File: src/shared/cca_pkg.sv
package cca_pkg;

   // Register offsets
   localparam int          ADR_W        = 10;
   localparam logic [9:0]  ADR_AVG_CFG  = 10'h025;
   localparam logic [9:0]  ADR_ASSESS   = 10'h03a;
   localparam logic [9:0]  ADR_REQ_CTL  = 10'h03e;
   localparam logic [9:0]  ADR_ED_THR   = 10'h03f;
   localparam logic [9:0]  ADR_RESULT   = 10'h210;
   localparam logic [9:0]  ADR_IRQ_STAT = 10'h300;
   localparam logic [9:0]  ADR_IRQ_MASK = 10'h301;

   // Field positions
   localparam int MODE_LSB   = 6;
   localparam int CS_LSB     = 2;
   localparam int AVG_LSB    = 4;
   localparam int AVG_HI_LSB = 6;
   localparam int REQ_BIT    = 7;
   localparam int APP_BIT    = 6;
   localparam int RDY_BIT    = 0;

   // Interrupt bits
   localparam int IRQ_W     = 3;
   localparam int IRQ_DONE  = 0;
   localparam int IRQ_FRAME = 1;
   localparam int IRQ_BUSY  = 2;

   // Values after reset
   localparam logic [7:0] RST_BYTE = 8'h00;
   localparam logic [2:0] RST_IRQ  = 3'h0;

   // Counts of symbols and chips, quality scale
   localparam int DEM_SYMS_DEF = 8;
   localparam int LQI_SYMS     = 3;
   localparam int CHIP_MAX     = 32;
   localparam int LQI_MUL      = 85;
   localparam int LQI_SHIFT    = 5;

   // Power range in dBm
   localparam logic signed [7:0] PWR_LOW  = -8'sd90;
   localparam logic signed [7:0] PWR_HIGH = -8'sd35;
   localparam logic signed [7:0] PWR_OFS  = 8'sd89;

   // Strength for -89 dBm up to -36 dBm
   localparam logic [0:53][7:0] STRENGTH_MAP = {
      8'h01, 8'h02, 8'h05, 8'h09, 8'h0d, 8'h12, 8'h17, 8'h1b, 8'h20,
      8'h25, 8'h2b, 8'h30, 8'h35, 8'h3a, 8'h3f, 8'h44, 8'h49, 8'h4e,
      8'h53, 8'h59, 8'h5f, 8'h64, 8'h6b, 8'h6f, 8'h75, 8'h79, 8'h7d,
      8'h81, 8'h85, 8'h8a, 8'h8f, 8'h94, 8'h99, 8'h9f, 8'ha5, 8'haa,
      8'hb0, 8'hb7, 8'hbc, 8'hc1, 8'hc6, 8'hcb, 8'hcf, 8'hd4, 8'hd8,
      8'hdd, 8'he1, 8'he4, 8'he9, 8'hef, 8'hf5, 8'hfa, 8'hfd, 8'hfe};

   // Assessment modes
   localparam logic [1:0] MODE_ED   = 2'b10;
   localparam logic [1:0] MODE_CS   = 2'b01;
   localparam logic [1:0] MODE_BOTH = 2'b11;

   typedef enum logic [1:0] {
      APP_IDLE = 2'b00,
      APP_LQI  = 2'b01,
      APP_STRENGTH_RESULT = 2'b11
   } cca_app_e;

   typedef struct packed {
      logic [ADR_W-1:0] addr;
      logic [7:0]       wdata;
      logic             wr;
      logic             rd;
   } cca_bus_req_s;

   typedef struct packed {
      logic       sym_tick;
      logic [7:0] power_dbm;
      logic [3:0] carrier_level;
      logic       preamble;
      logic [5:0] chip_match;
   } cca_radio_s;

   typedef struct packed {
      logic       valid;
      logic [7:0] data;
      logic       done;
      logic       ok;
   } cca_rx_s;

   typedef struct packed {
      logic       wr;
      logic [7:0] data;
   } cca_buf_s;

endpackage

File: src/core/cca_strength_result_lqi_unit.sv
// Behaviour
// - Mode 10: busy when energy exceeds threshold
// - Mode 01: busy on carrier only
// - Mode 11: busy on carrier and energy
// - Carrier threshold in assessment control 5:2
// - Eight-bit energy threshold, strength scale
// - Strength is unsigned eight bits
// - Average count field selects symbols averaged
// - Ready flag set when measurement completes
// - Result holds eight-symbol average
// - Append enable adds strength byte
// - Frame bytes, then quality, then strength
// - Map -90 dBm to 0, -35 to ff
// - Quality scaled 0 worst, 255 best
// - Quality over three preamble symbols
//
// Decided for this implementation: the address-and-strobe port.
module cca_strength_result_lqi_unit
   import cca_pkg::*;
#(
   parameter int DEM_SYMS = DEM_SYMS_DEF
) (
   // Clock and reset
   input  wire logic         clk,
   input  wire logic         rst,
   input  wire logic         ce,
   // Register port
   input  wire cca_bus_req_s bus,
   output logic [7:0]        rdata,
   // Demodulator side
   input  wire cca_radio_s   radio,
   input  wire cca_rx_s      rx,
   // Receive buffer side
   output cca_buf_s          buf_out,
   // Status
   output logic              cca_busy,
   output logic              irq
);

   localparam int DEM_SH = $clog2(DEM_SYMS);

   // Only power-of-two windows up to eight fit the accumulator
   if (DEM_SYMS < 1 || DEM_SYMS > 8 || (1 << DEM_SH) != DEM_SYMS) begin : g_chk
      $error("DEM_SYMS must be 1, 2, 4 or 8");
   end

   typedef struct packed {
      logic [1:0]       avg_hi;
      logic [1:0]       avg_cnt;
      logic [1:0]       mode;
      logic [3:0]       cs_thr;
      logic             req_busy;
      logic             append_en;
      logic             ready;
      logic [7:0]       ed_thr;
      logic [7:0]       result;
      logic [IRQ_W-1:0] irq_stat;
      logic [IRQ_W-1:0] irq_mask;
      logic [10:0]      dem_acc;
      logic [3:0]       dem_cnt;
      logic [10:0]      ed_acc;
      logic [3:0]       ed_cnt;
      logic [7:0]       ed_level;
      logic [6:0]       lqi_acc;
      logic [1:0]       lqi_cnt;
      logic [7:0]       lqi;
      logic             pre_d;
      cca_app_e         app;
      logic [7:0]       rdata;
      logic             buf_wr;
      logic [7:0]       buf_data;
      logic             busy;
      logic             irq;
   } cca_state_s;

   cca_state_s s_ff;
   cca_state_s nxt_s;

   // Received power to strength, clamped at both ends
   function automatic logic [7:0] map_power(input logic [7:0] p);
      logic signed [7:0] ps;
      logic signed [7:0] idx;
      ps  = $signed(p);
      idx = ps + PWR_OFS;
      if (ps <= PWR_LOW) begin
         map_power = 8'h00;
      end else if (ps >= PWR_HIGH) begin
         map_power = 8'hff;
      end else begin
         map_power = STRENGTH_MAP[idx[5:0]];
      end
   endfunction

   logic [7:0]       sample;
   logic             wr_avg;
   logic             wr_assess;
   logic             wr_req;
   logic             wr_thr;
   logic             wr_stat;
   logic             wr_mask;
   logic             dem_done;
   logic [10:0]      dem_sum;
   logic [10:0]      ed_sum;
   logic [4:0]       ed_win;
   logic [5:0]       chips;
   logic [6:0]       lqi_sum;
   logic [12:0]      lqi_prod;
   logic             ed_over;
   logic             cs_hit;
   logic             busy_now;
   logic [IRQ_W-1:0] ev;

   // Decode and datapath terms
   always_comb begin
      sample    = map_power(radio.power_dbm);
      wr_avg    = bus.wr && (bus.addr == ADR_AVG_CFG);
      wr_assess = bus.wr && (bus.addr == ADR_ASSESS);
      wr_req    = bus.wr && (bus.addr == ADR_REQ_CTL) && bus.wdata[REQ_BIT];
      wr_thr    = bus.wr && (bus.addr == ADR_ED_THR);
      wr_stat   = bus.wr && (bus.addr == ADR_IRQ_STAT);
      wr_mask   = bus.wr && (bus.addr == ADR_IRQ_MASK);
      dem_sum   = s_ff.dem_acc + 11'(sample);
      dem_done  = s_ff.req_busy && radio.sym_tick && (s_ff.dem_cnt == 4'(DEM_SYMS - 1));
      ed_sum    = s_ff.ed_acc + 11'(sample);
      ed_win    = 5'd1 << s_ff.avg_cnt;
      chips     = (radio.chip_match > 6'(CHIP_MAX)) ? 6'(CHIP_MAX) : radio.chip_match;
      lqi_sum   = s_ff.lqi_acc + 7'(chips);
      lqi_prod  = 13'(lqi_sum) * 13'(LQI_MUL);
      ed_over   = s_ff.ed_level > s_ff.ed_thr;
      cs_hit    = radio.carrier_level > s_ff.cs_thr;
      case (s_ff.mode)
         MODE_ED:   busy_now = ed_over;
         MODE_CS:   busy_now = cs_hit;
         MODE_BOTH: busy_now = cs_hit && ed_over;
         default:   busy_now = 1'b0;
      endcase
      ev            = '0;
      ev[IRQ_DONE]  = dem_done;
      ev[IRQ_BUSY]  = busy_now && !s_ff.busy;
      ev[IRQ_FRAME] = (s_ff.app == APP_STRENGTH_RESULT) ||
                      ((s_ff.app == APP_LQI) && !s_ff.append_en);
   end

   // Next state
   always_comb begin
      nxt_s        = s_ff;
      nxt_s.buf_wr = 1'b0;
      nxt_s.busy   = busy_now;

      // Configuration writes
      if (wr_avg) begin
         nxt_s.avg_hi  = bus.wdata[AVG_HI_LSB +: 2];
         nxt_s.avg_cnt = bus.wdata[AVG_LSB +: 2];
      end
      if (wr_assess) begin
         nxt_s.mode   = bus.wdata[MODE_LSB +: 2];
         nxt_s.cs_thr = bus.wdata[CS_LSB +: 4];
      end
      if (wr_thr) begin
         nxt_s.ed_thr = bus.wdata;
      end
      if (bus.wr && (bus.addr == ADR_REQ_CTL)) begin
         nxt_s.append_en = bus.wdata[APP_BIT];
      end
      if (wr_mask) begin
         nxt_s.irq_mask = bus.wdata[IRQ_W-1:0];
      end

      // On-demand measurement over a fixed window of symbols
      if (s_ff.req_busy && radio.sym_tick) begin
         nxt_s.dem_acc = dem_sum;
         nxt_s.dem_cnt = s_ff.dem_cnt + 4'd1;
      end
      if (dem_done) begin
         nxt_s.result   = 8'(dem_sum >> DEM_SH);
         nxt_s.req_busy = 1'b0;
      end
      // A new request restarts the window
      if (wr_req) begin
         nxt_s.req_busy = 1'b1;
         nxt_s.dem_acc  = '0;
         nxt_s.dem_cnt  = '0;
      end
      // Completion in the same cycle as a request keeps the flag
      nxt_s.ready = (s_ff.ready && !wr_req) || dem_done;

      // Running energy average feeding assessment and the appended byte
      if (radio.sym_tick) begin
         if (5'(s_ff.ed_cnt) + 5'd1 >= ed_win) begin
            nxt_s.ed_level = 8'(ed_sum >> s_ff.avg_cnt);
            nxt_s.ed_acc   = '0;
            nxt_s.ed_cnt   = '0;
         end else begin
            nxt_s.ed_acc = ed_sum;
            nxt_s.ed_cnt = s_ff.ed_cnt + 4'd1;
         end
      end

      // Quality from chip correlation at the start of the preamble
      nxt_s.pre_d = radio.preamble;
      if (radio.preamble && !s_ff.pre_d) begin
         nxt_s.lqi_acc = '0;
         nxt_s.lqi_cnt = '0;
      end else if (radio.preamble && radio.sym_tick && (s_ff.lqi_cnt < 2'(LQI_SYMS))) begin
         nxt_s.lqi_acc = lqi_sum;
         nxt_s.lqi_cnt = s_ff.lqi_cnt + 2'd1;
         if (s_ff.lqi_cnt == 2'(LQI_SYMS - 1)) begin
            nxt_s.lqi = 8'(lqi_prod >> LQI_SHIFT);
         end
      end

      // Frame bytes pass through, trailer added after a good frame
      case (s_ff.app)
         APP_IDLE: begin
            if (rx.valid) begin
               nxt_s.buf_wr   = 1'b1;
               nxt_s.buf_data = rx.data;
            end
            if (rx.done && rx.ok) begin
               nxt_s.app = APP_LQI;
            end
         end
         APP_LQI: begin
            nxt_s.buf_wr   = 1'b1;
            nxt_s.buf_data = s_ff.lqi;
            nxt_s.app      = s_ff.append_en ? APP_STRENGTH_RESULT : APP_IDLE;
         end
         APP_STRENGTH_RESULT: begin
            nxt_s.buf_wr   = 1'b1;
            nxt_s.buf_data = s_ff.ed_level;
            nxt_s.app      = APP_IDLE;
         end
         default: begin
            nxt_s.app = APP_IDLE;
         end
      endcase

      // Sticky events: a set beats a clear in the same cycle
      nxt_s.irq_stat = (s_ff.irq_stat & ~(wr_stat ? bus.wdata[IRQ_W-1:0] : '0)) | ev;
      nxt_s.irq      = |(nxt_s.irq_stat & nxt_s.irq_mask);

      // Read data stands in the cycle after the strobe only
      nxt_s.rdata = 8'h00;
      if (bus.rd) begin
         case (bus.addr)
            ADR_AVG_CFG:  nxt_s.rdata = {s_ff.avg_hi, s_ff.avg_cnt, 4'h0};
            ADR_ASSESS:   nxt_s.rdata = {s_ff.mode, s_ff.cs_thr, 2'b00};
            ADR_REQ_CTL:  nxt_s.rdata = {s_ff.req_busy, s_ff.append_en, 5'h00, s_ff.ready};
            ADR_ED_THR:   nxt_s.rdata = s_ff.ed_thr;
            ADR_RESULT:   nxt_s.rdata = s_ff.result;
            ADR_IRQ_STAT: nxt_s.rdata = 8'(s_ff.irq_stat);
            ADR_IRQ_MASK: nxt_s.rdata = 8'(s_ff.irq_mask);
            default:      nxt_s.rdata = 8'h00;
         endcase
      end
   end

   // State register; clock enable low freezes everything
   always_ff @(posedge clk) begin
      if (rst) begin
         s_ff          <= '0;
         s_ff.ed_thr   <= RST_BYTE;
         s_ff.result   <= RST_BYTE;
         s_ff.irq_stat <= RST_IRQ;
         s_ff.irq_mask <= RST_IRQ;
         s_ff.app      <= APP_IDLE;
      end else if (ce) begin
         s_ff <= nxt_s;
      end
   end

   // Outputs straight from the state register
   assign rdata        = s_ff.rdata;
   assign buf_out.wr   = s_ff.buf_wr;
   assign buf_out.data = s_ff.buf_data;
   assign cca_busy     = s_ff.busy;
   assign irq          = s_ff.irq;

endmodule // cca_strength_result_lqi_unit

File: config.mk
export PLATFORM = sky130hd
export DESIGN_NAME = cca_strength_result_lqi_unit
export DESIGN_NICKNAME = d
export VERILOG_FILES = /design/src/shared/cca_pkg.sv /design/src/core/cca_strength_result_lqi_unit.sv
export SDC_FILE = /design/constraint.sdc
export NUM_CORES = 1
export LEC_CHECK = 0
export BUFFER_PORTS_ARGS = -buffer_cell sky130_fd_sc_hd__clkbuf_2
export CORE_ASPECT_RATIO = 0.7
export CORE_UTILIZATION = 50
export CTS_CLUSTER_SIZE = 16
export DETAILED_ROUTE_END_ITERATION = 8
export PLACE_DENSITY = 0.75
export SLEW_MARGIN = 10
export SYNTH_ARGS = -nofsm -noshare
export SYNTH_HDL_FRONTEND = slang
export SYNTH_SLANG_ARGS = --single-unit
File: constraint.sdc
create_clock -name clk -period 6.7 [get_ports clk]
set_clock_uncertainty 0.05 [all_clocks]
set_input_delay 0.67 -clock clk [delete_from_list [all_inputs] [get_ports clk]]
set_output_delay 0.67 -clock clk [all_outputs]
set_load 0.005 [all_outputs]
Word level (Yosys, flattened, before mapping)
Memories as Yosys holds them, arrays and structs flattened. Index checks and enable logic that the tools add are counted.

ROM bits: 512. Bits in registers: 112. Output and inout bits: 19. Memories kept: 1. Word-level logic and storage cells: 133. Input port bits: 54.

Memories: (no name shown) (depth 64, bits a word 8, read ports 1, clocked after Yosys merged registers in 0, wr ports 0, RTL line cca_strength_result_lqi_unit.sv:90) `map_power = STRENGTH_MAP[idx[5:0]];`.

$mul: 1. Equal/unequal tests: 16. Reduce and logical (&&, ||, !) cells: 42. Add/subtract/negate cells: 8. Bitwise logic cells: 6. Shifts and indexed selects: 2. Multiplexer cells: 23. Magnitude comparators: 8.

Operators with widths (number): $pmux W8 S7 (1); $mux W8 (6); $mux W15 (3); $eq A10 B6 Y1 const B (4); $eq A10 B10 Y1 const B (3); $pmux W9 S3 (1); $add A11 B8 Y11 (2); $reduce_and A2 Y1 (10); $mux W9 (2); $logic_and A1 B1 Y1 (17); $mux W17 (1); $mul A7 B7 Y13 const B (1); $shr A11 B2 Y8 (1); $add A4 B1 Y4 const B (2); $eq A2 B2 Y1 const B (4); $ge A8 B7 Y1 const B (1); $gt A8 B8 Y1 (1); $le A8 B8 Y1 const B (1); $add A7 B6 Y7 (1); $ge A7 B7 Y1 const B (1); $not A6 Y7 (1); $add A6 B6 Y6 const B (1); $and A3 B3 Y3 (2); $gt A6 B6 Y1 const B (1); other kinds (26) (38).

Depth between registers and ports, before layout
Gate-level depths: netlist of run 1.

Depth in word-level cells: 10. Gate-level depth with buffers: 22. Depth with buffers taken out: 22.

Worst setup path after synthesis of run 1
No wires, ideal clock.

Path type: input to register. Start point: input port radio[0] (netlist name). End point: register s_ff[29] (netlist name). Arrival: 4.663 ns. Stages on the path: 22. Setup slack: 1.873 ns. Path buffers: 0. Required time: 6.535 ns. Setup time: 0.115 ns. Cell sequence: nor2b_1 -> ha_1 -> inv_1 -> fa_1 -> nor2b_1 -> nor3_1 -> o21bai_1 -> a21oi_1 -> xnor2_1 -> inv_1 -> fa_1 -> inv_1 -> ha_1 -> ha_1 -> ha_1 -> nand2_1 -> inv_1 -> a311o_1 -> a21oi_1 -> o21ai_0 -> xnor3_1 -> o21a_1.

Word-level cells in the longest chain between the ends: 4.

RTL lines: start, declared (RTL line cca_strength_result_lqi_unit.sv:31) `input wire cca_radio_s radio,`; $gt A6 B6 Y1 (RTL line cca_strength_result_lqi_unit.sv:126) `chips = (radio.chip_match > 6'(CHIP_MAX)) ? 6'(CHIP_MAX) : radio.chip_match;`; $mux W6 (*) (RTL line cca_strength_result_lqi_unit.sv:126); $add A7 B6 Y7 (*) (RTL line cca_strength_result_lqi_unit.sv:127) `lqi_sum = s_ff.lqi_acc + 7'(chips);`; $mul A7 B7 Y13 (*) (RTL line cca_strength_result_lqi_unit.sv:128) `lqi_prod = 13'(lqi_sum) * 13'(LQI_MUL);`; end signal, assigned (RTL line cca_strength_result_lqi_unit.sv:268) `s_ff <= nxt_s;`; end, declared (RTL line cca_strength_result_lqi_unit.sv:76) `cca_state_s s_ff;`.

Mark *: on every way between the ends. The rest lies on a longest branch, timed or not. A chain may end at the register's enable or synchronous reset.

Worst setup path in the final report of run 1
Start point: input port radio[5] (netlist name). End point: register s_ff[29] (netlist name).

Same word-level chain as after synthesis.

==> out/qor.txt, run 1 <==
Yosys reg bits: 112
Final Cell Area: 0.00871 mm²
# diodes: 0
CP Launch Type: input port
Final cell count without fillers: 1218
DR vias/cell: 5.86
Fin crit share: 0.758
CP max FO: 6
Routed wire length: 20000 µm
Pins over their slew limit: 0
Clock Path Buffers: 2
Total of max-cap violations: 0
Core area: 0.0156 mm²
GR Util met1: 0.365
Hold Vio Cnt, Final: 0
Clock Latency Late Sink: 350 ps
WP data required: 6900 ps
Status: finished, final reports clean
Data arrival time of the critical path: 5280 ps
First-pass GRT wire length: 32300 µm
# port buffers: 72
Worst setup path category: in -> reg
Origin of the critical flop-to-flop path: s_ff[32]$_SDFFE_PP0P_
Synthesized Nets: 1128
Residual DRC count: 0
Total track usage: 0.241
CTS resizes: 0
Setup_tns: 0 ps
Die height: 108 µm
Slew @ Worst Pin: 999 ps
Boundary Pins: 73
Worst Setup SP: radio[5]
GP Congestion: 0.929
Placement-stage cell area: 0.00841 mm²
Overall Power: 1.56 mW
Min-Delay Path Class: reg -> reg
Fraction of layout cells with a size suffix above 1: 0.117
Die area: 0.0166 mm²
Sequential share of the synthesized area: 0.278
Std-Cell Rows: 38
Dominant cell type by area after synthesis: dfxtp_1
Synth Warn #: 0
Nets: 1153
Syn Std Cell Area: 0.00806 mm²
Count leader, synth: nor2_1
CTS tree: done
Post-Route Utilization: 0.557
Clk sinks: 112
Distinct cells, synth: 74
RSZ-0062 raised after global routing: no
Vias in the first global route: 6294
Setup WS post-layout: 1620 ps
Minimum clock period after layout: 5080 ps
Prevailing post-synth register cell: dfxtp_1
Max_slew headroom: 0.332
H-tree depth: 3
Avg Cell Area, Syn: 8.16 µm²
Width of the die: 154 µm
Largest net degree at the start of global routing: 93
Starting density of the core: 0.515
1st-pass router iterations: 5
Pleak: 3.61 nW
Inst Count DP: 1202
Root Buffer: clkbuf_16
GRT overflow: 0
Total CTS buffers: 9
Top post-synthesis cells by area: dfxtp_1 28%, ha_1 12%, nor2_1 6.8%
Pre-CTS setup slack: 1280 ps
Final Setup Violations: 0
Initial drt markers: 819
Met3 Resource Use GR: 0.0405
F_max: 0.197 GHz
Synth Instances: 988
Avg WL per Cell: 16.4 µm
FFs w/ async S/R, synth: 0
Max VDD drop: 0.000135 V
Clock Pin Slew Worst Setup and Hold Paths: 80 ps
Hold slack: 415 ps
Number of enable flip-flop cells after synthesis: 0
Hpwl dp: 14800 µm
Initial antenna violation count: 0
ANT nets after route: 0
Layout area overhead: 8.10%
Hold_buf cts: 0
Most Crowded Layer GR: met1
Synth cell count leaders: 147 x nor2_1, 112 x dfxtp_1, 78 x a21oi_1, 78 x ha_1, 61 x nand2_1
Hold Path Origin: s_ff[27]$_SDFFE_PP0P_
Vias post-DR: 7136
M2 GR Usage: 0.352
Setup crit end kind: flop
Post-CTS Setup Bufs: 0
Power per Cell Area: 179 mW/mm²
Post-synth top area share: 0.278
sequential cells by signal, summed over array words and instances (netlist names):
register,flops
rdata,8
s_ff,93
buf_out,9
cca_busy,1
irq,1
kinds of logic after synthesis:
logic type	count (synthesis)	synth area share
multiplexers	51	0.0711
AND/OR/NAND/NOR	325	0.191
AO/OA/AOI/OAI	257	0.208
flip-flops	112	0.278
XOR/XNOR	43	0.0484
adder cells (fa/ha/maj)	86	0.141
buffers and inverters	114	0.0627
cells in the final DEF (no fill, tap or decap), types with 6 or more instances in the layout:
master     Yosys  routed
a211oi_1      16      16
a21oi_1       78      78
a22oi_1       41      41
a311oi_1       7       7
a31oi_1        7       7
and2_1         8       8
buf_4         18       8
clkbuf_16      0       9
clkbuf_2       1      71
dfxtp_1      112     112
fa_1           8       8
ha_1          78      78
inv_1         48      48
mux2_2         6       6
mux2i_1       40      40
nand2_1       61      61
nand2b_1       9       9
nand3_1       26      26
nor2_1       147     147
nor2b_1       20      20
nor3_1        15      15
o211ai_1      15      15
o21a_1         7       7
o21ai_0       43      43
xnor2_1       29      29
xor2_1        13      13
worst max-delay path, stage by stage:
cell      delay, ps
clkbuf_2        120
nor2b_1         120
ha_1            170
inv_1            50
fa_1            390
nor2b_1         170
nor3_1           80
o21bai_1        140
a21oi_1          90
xnor2_1         380
inv_1           160
fa_1            520
inv_1            40
ha_1            290
ha_1            290
ha_1            370
nand2_1         130
inv_1            50
a311o_1         300
a21oi_1         240
o21ai_0         140
xnor3_1         180
o21a_1          170
path summary, 6_finish.rpt:
check                           depth (start not counted)  slack [ps]                    end
worst max-delay path                                   23        1620  s_ff[29]$_SDFFE_PP0P_
worst min-delay path                                    2         420  s_ff[27]$_SDFFE_PP0P_
worst max register to register                         21        1840  s_ff[29]$_SDFFE_PP0P_
worst min register to register                          2         420  s_ff[27]$_SDFFE_PP0P_
final cells by class:
| class | count | area, µm² |
|---|---|---|
| inverters | 49 | 184 |
| fillers | 1405 | 6930 |
| well taps | 200 | 250 |
| clock inverters | 6 | 73.8 |
| repair buffers | 79 | 415 |
| multi-input cells | 762 | 5320 |
| clock buffers | 10 | 229 |
| flip-flops and latches | 112 | 2240 |
per-layer routing:
metal  vias up  wire length, µm
li1       3567                -
met5         -                0
met1      3302            10200
met2       240             8220
met4         0              290
met3        27             1220
power breakdown:
part,switching [mW],internal [mW],total (mW)
registers,0.00979,0.675,0.685
logic,0.195,0.125,0.321
clock network,0.261,0.297,0.557
total,0.466,1.10,1.56
(Power assumes the default switching activity.)
==> run 2: changes to the inputs <==
PLACE_DENSITY = 0.78   (was 0.75)
clock period = 4.6 ns   (was 6.7 ns; I/O delays follow)
==> run 2 against run 1 <==
Against the previous run:
- cell area increased by 3.4%
- largest power group unchanged
- worst setup slack got worse by 1400 ps
- critical path type unchanged
- global-route usage increased by 0.26 points
==> out/qor.txt, run 2 (same netlist as run 1, synthesis figures left out) <==
Most frequent cells in the layout: 147 x nor2_1, 112 x dfxtp_1, 77 x a21oi_1, 77 x ha_1, 71 x clkbuf_2
Most Crowded Layer GR: met2
Internal: 1.63 mW (+48%)
Max_slew headroom: 0.319 (-0.0122)
CP max FO: 4 (-2)
Core area: 0.0156 mm² (unchanged)
Die area: 0.0166 mm² (unchanged)
Slowest CP cell: fa_1
Post-CTS Setup Bufs: 0 (unchanged)
Total track usage: 0.244 (+0.00263)
Slew @ Worst Pin: 1020 ps (+18.2 ps)
Hold slack: 329 ps (-86.6 ps)
Data arrival time of the critical path: 4610 ps (-670 ps)
Pins over their slew limit: 0 (unchanged)
Final Setup Violations: 0 (unchanged)
Switch Pwr: 0.697 mW (+50%)
CTS tree: done
Crit-path leading delay family: adder cells
Vias post-DR: 7419 (+4.0%)
Final cell count without fillers: 1251 (+2.7%)
First-pass GRT wire length: 32700 µm (+1.2%)
Min-Delay Path Class: in -> reg
Setup_tns: 0 ps (unchanged)
H-tree depth: 3 (unchanged)
Clock Path Buffers: 2 (unchanged)
Pleak: 3.79 nW (+5.0%)
Clock Latency Late Sink: 360 ps (about the same)
Hold Path Origin: bus[5]
Setup crit end kind: flop
Fin crit share: 0.958
WHS Path Cells: 3 (+1)
Power per Cell Area: 258 mW/mm² (+44%)
Avg WL per Cell: 16.1 µm (-1.6%)
Residual DRC count: 0 (unchanged)
# diodes: 0 (unchanged)
Switching Share: 0.300 (+0.00193)
Hold Vio Cnt, Final: 0 (unchanged)
Worst setup path category: in -> reg
Starting density of the core: 0.515 (unchanged)
Initial drt markers: 630 (-23%)
Sequential power share: 0.429 (-0.009)
Root Buffer: clkbuf_16
GP Congestion: 0.918 (-1.2%)
Multi-input gate area: 0.00536 mm² (+0.78%)
Fraction of layout cells with a size suffix above 1: 0.152 (+0.0353)
CP Launch Type: input port
Comb pwr share: 0.216 (+0.011)
Clock power frac: 0.355 (-0.002)
# fillers: 1392 (-0.93%)
CP Cell Sequence: clkbuf_2 -> buf_4 -> nor2b_1 -> ha_1 -> nor2b_2 -> nor3_1 -> a2bb2oi_1 -> ha_1 -> ha_1 -> inv_1 -> fa_1 -> inv_1 -> ha_1 -> inv_1 -> o21bai_1 -> a311o_1 -> a21oi_2 -> o21ai_0 -> xnor3_1 -> o21a_1
Largest net degree at the start of global routing: 62 (-33%)
WP data required: 4800 ps (-2100 ps)
Most common cell after layout, fill and taps aside: nor2_1
Critical Path Max Stage Delay: 530 ps (about the same)
Worst R2R Path Depth: 19 (-9.5%)
GRT overflow: 0 (unchanged)
Clk sinks: 112 (unchanged)
Initial antenna violation count: 0 (unchanged)
GR Util met1: 0.359 (-0.00650)
Total of max-cap violations: 0 (unchanged)
Die height: 108 µm (unchanged)
FF-to-FF End: s_ff[29]$_SDFFE_PP0P_
Hpwl dp: 15300 µm (+3.0%)
Total CTS buffers: 9 (unchanged)
R2R setup slack: 240 ps (-1600 ps)
ANT nets after route: 0 (unchanged)
Boundary Pins: 73 (unchanged)
1st-pass router iterations: 5 (unchanged)
Status: finished, final reports clean
Routed wire length: 20200 µm (+1.1%)
WP buf/inv: 5 (unchanged)
# port buffers: 72 (unchanged)
F_max: 0.227 GHz
Origin of the critical flop-to-flop path: s_ff[32]$_SDFFE_PP0P_
Most flops, register: s_ff
M2 GR Usage: 0.369 (+0.0172)
Storage element area: 0.00224 mm² (unchanged)
Met3 Resource Use GR: 0.0417 (+0.00120)
Nets: 1186 (+2.9%)
Std-Cell Rows: 38 (unchanged)
Minimum clock period after layout: 4410 ps
Hold Path Sink: s_ff[103]$_SDFFE_PP0P_
Vias in the first global route: 6551 (+4.1%)
Max FFs per register: 93 (unchanged)
Max VDD drop: 0.000168 V (+25%)
Clock Pin Slew Worst Setup and Hold Paths: 80 ps (about the same)
Inst Count DP: 1235 (+2.7%)
Width of the die: 154 µm (unchanged)
Most used cell, CP: ha_1
DR vias/cell: 5.93 (+1.2%)
Layout area overhead: 11.8%
[run 2: cell count changes in the layout (fill, tap and decap cells not counted), sizes merged]
cell      delta
buf         +33
clkinv       +2
clkbuf       -1
clkinvlp     -1
[run 2: power groups by stage]
| stage | Sequential (mW) | Clock, mW | Combinational (mW) |
|---|---|---|---|
| global route | 0.999 | 0.882 | 0.552 |
| global placement | 1.02 | 0 | 0.479 |
| detailed placement | 1.02 | 0 | 0.490 |
| finish | 0.997 | 0.826 | 0.502 |
| floorplan | 1.01 | 0 | 0.338 |
| CTS | 0.996 | 0.838 | 0.494 |
[run 2: final cells by class]
class,instances,share of cell area
clock buffer,9,0.0250
multi-input combinational,762,0.595
inverter,49,0.0204
clock inverter,7,0.00985
sequential,112,0.249
tap,200,0.0278
timing repair buffer,112,0.0736
[run 2: per-stage QoR]
stage,setup WS (ps),util,power [mW],area [µm²]
after floorplan,54.9,-,1.35,8080
after global placement,-33.3,0.555,1.50,8680
after detailed placement,-127,0.555,1.51,8680
after CTS,196,0.575,2.33,8990
after global routing,-11.8,0.576,2.43,9010
final,194,0.576,2.32,9010
[run 2: timing repair]
action / in CTS / in global routing
hold buffers: 0 / 0
endpoints found under the setup margin: 0 / 7
gates resized for setup: 0 / 5
hold endpoints to repair: 0 / 0
[run 2: how the worst max path moves through the flow]
stage | start | end | slack, ps | depth (start not counted)
6_report | radio[5] | s_ff[29]$_SDFFE_PP0P_ | 190 | 20
2_1_floorplan | radio[0] | s_ff[29]$_SDFFE_PP0P_ | 50 | 22
5_1_grt | radio[5] | s_ff[29]$_SDFFE_PP0P_ | -10 | 22
3_3_place_gp | radio[0] | s_ff[29]$_SDFFE_PP0P_ | -30 | 23
4_1_cts | s_ff[32]$_SDFFE_PP0P_ | s_ff[29]$_SDFFE_PP0P_ | 200 | 21
3_5_place_dp | radio[5] | s_ff[29]$_SDFFE_PP0P_ | -130 | 23
[run 2: tightest hold or removal path: stages]
cell and delay, ps:
clkbuf_2 110, mux2i_1 70, nor2_1 70
[run 2: per-layer routing]
layer | wire, µm | vias up
li1 | - | 3639
met4 | 210 | 0
met2 | 8570 | 253
met5 | 0 | -
met1 | 10100 | 3505
met3 | 1260 | 22
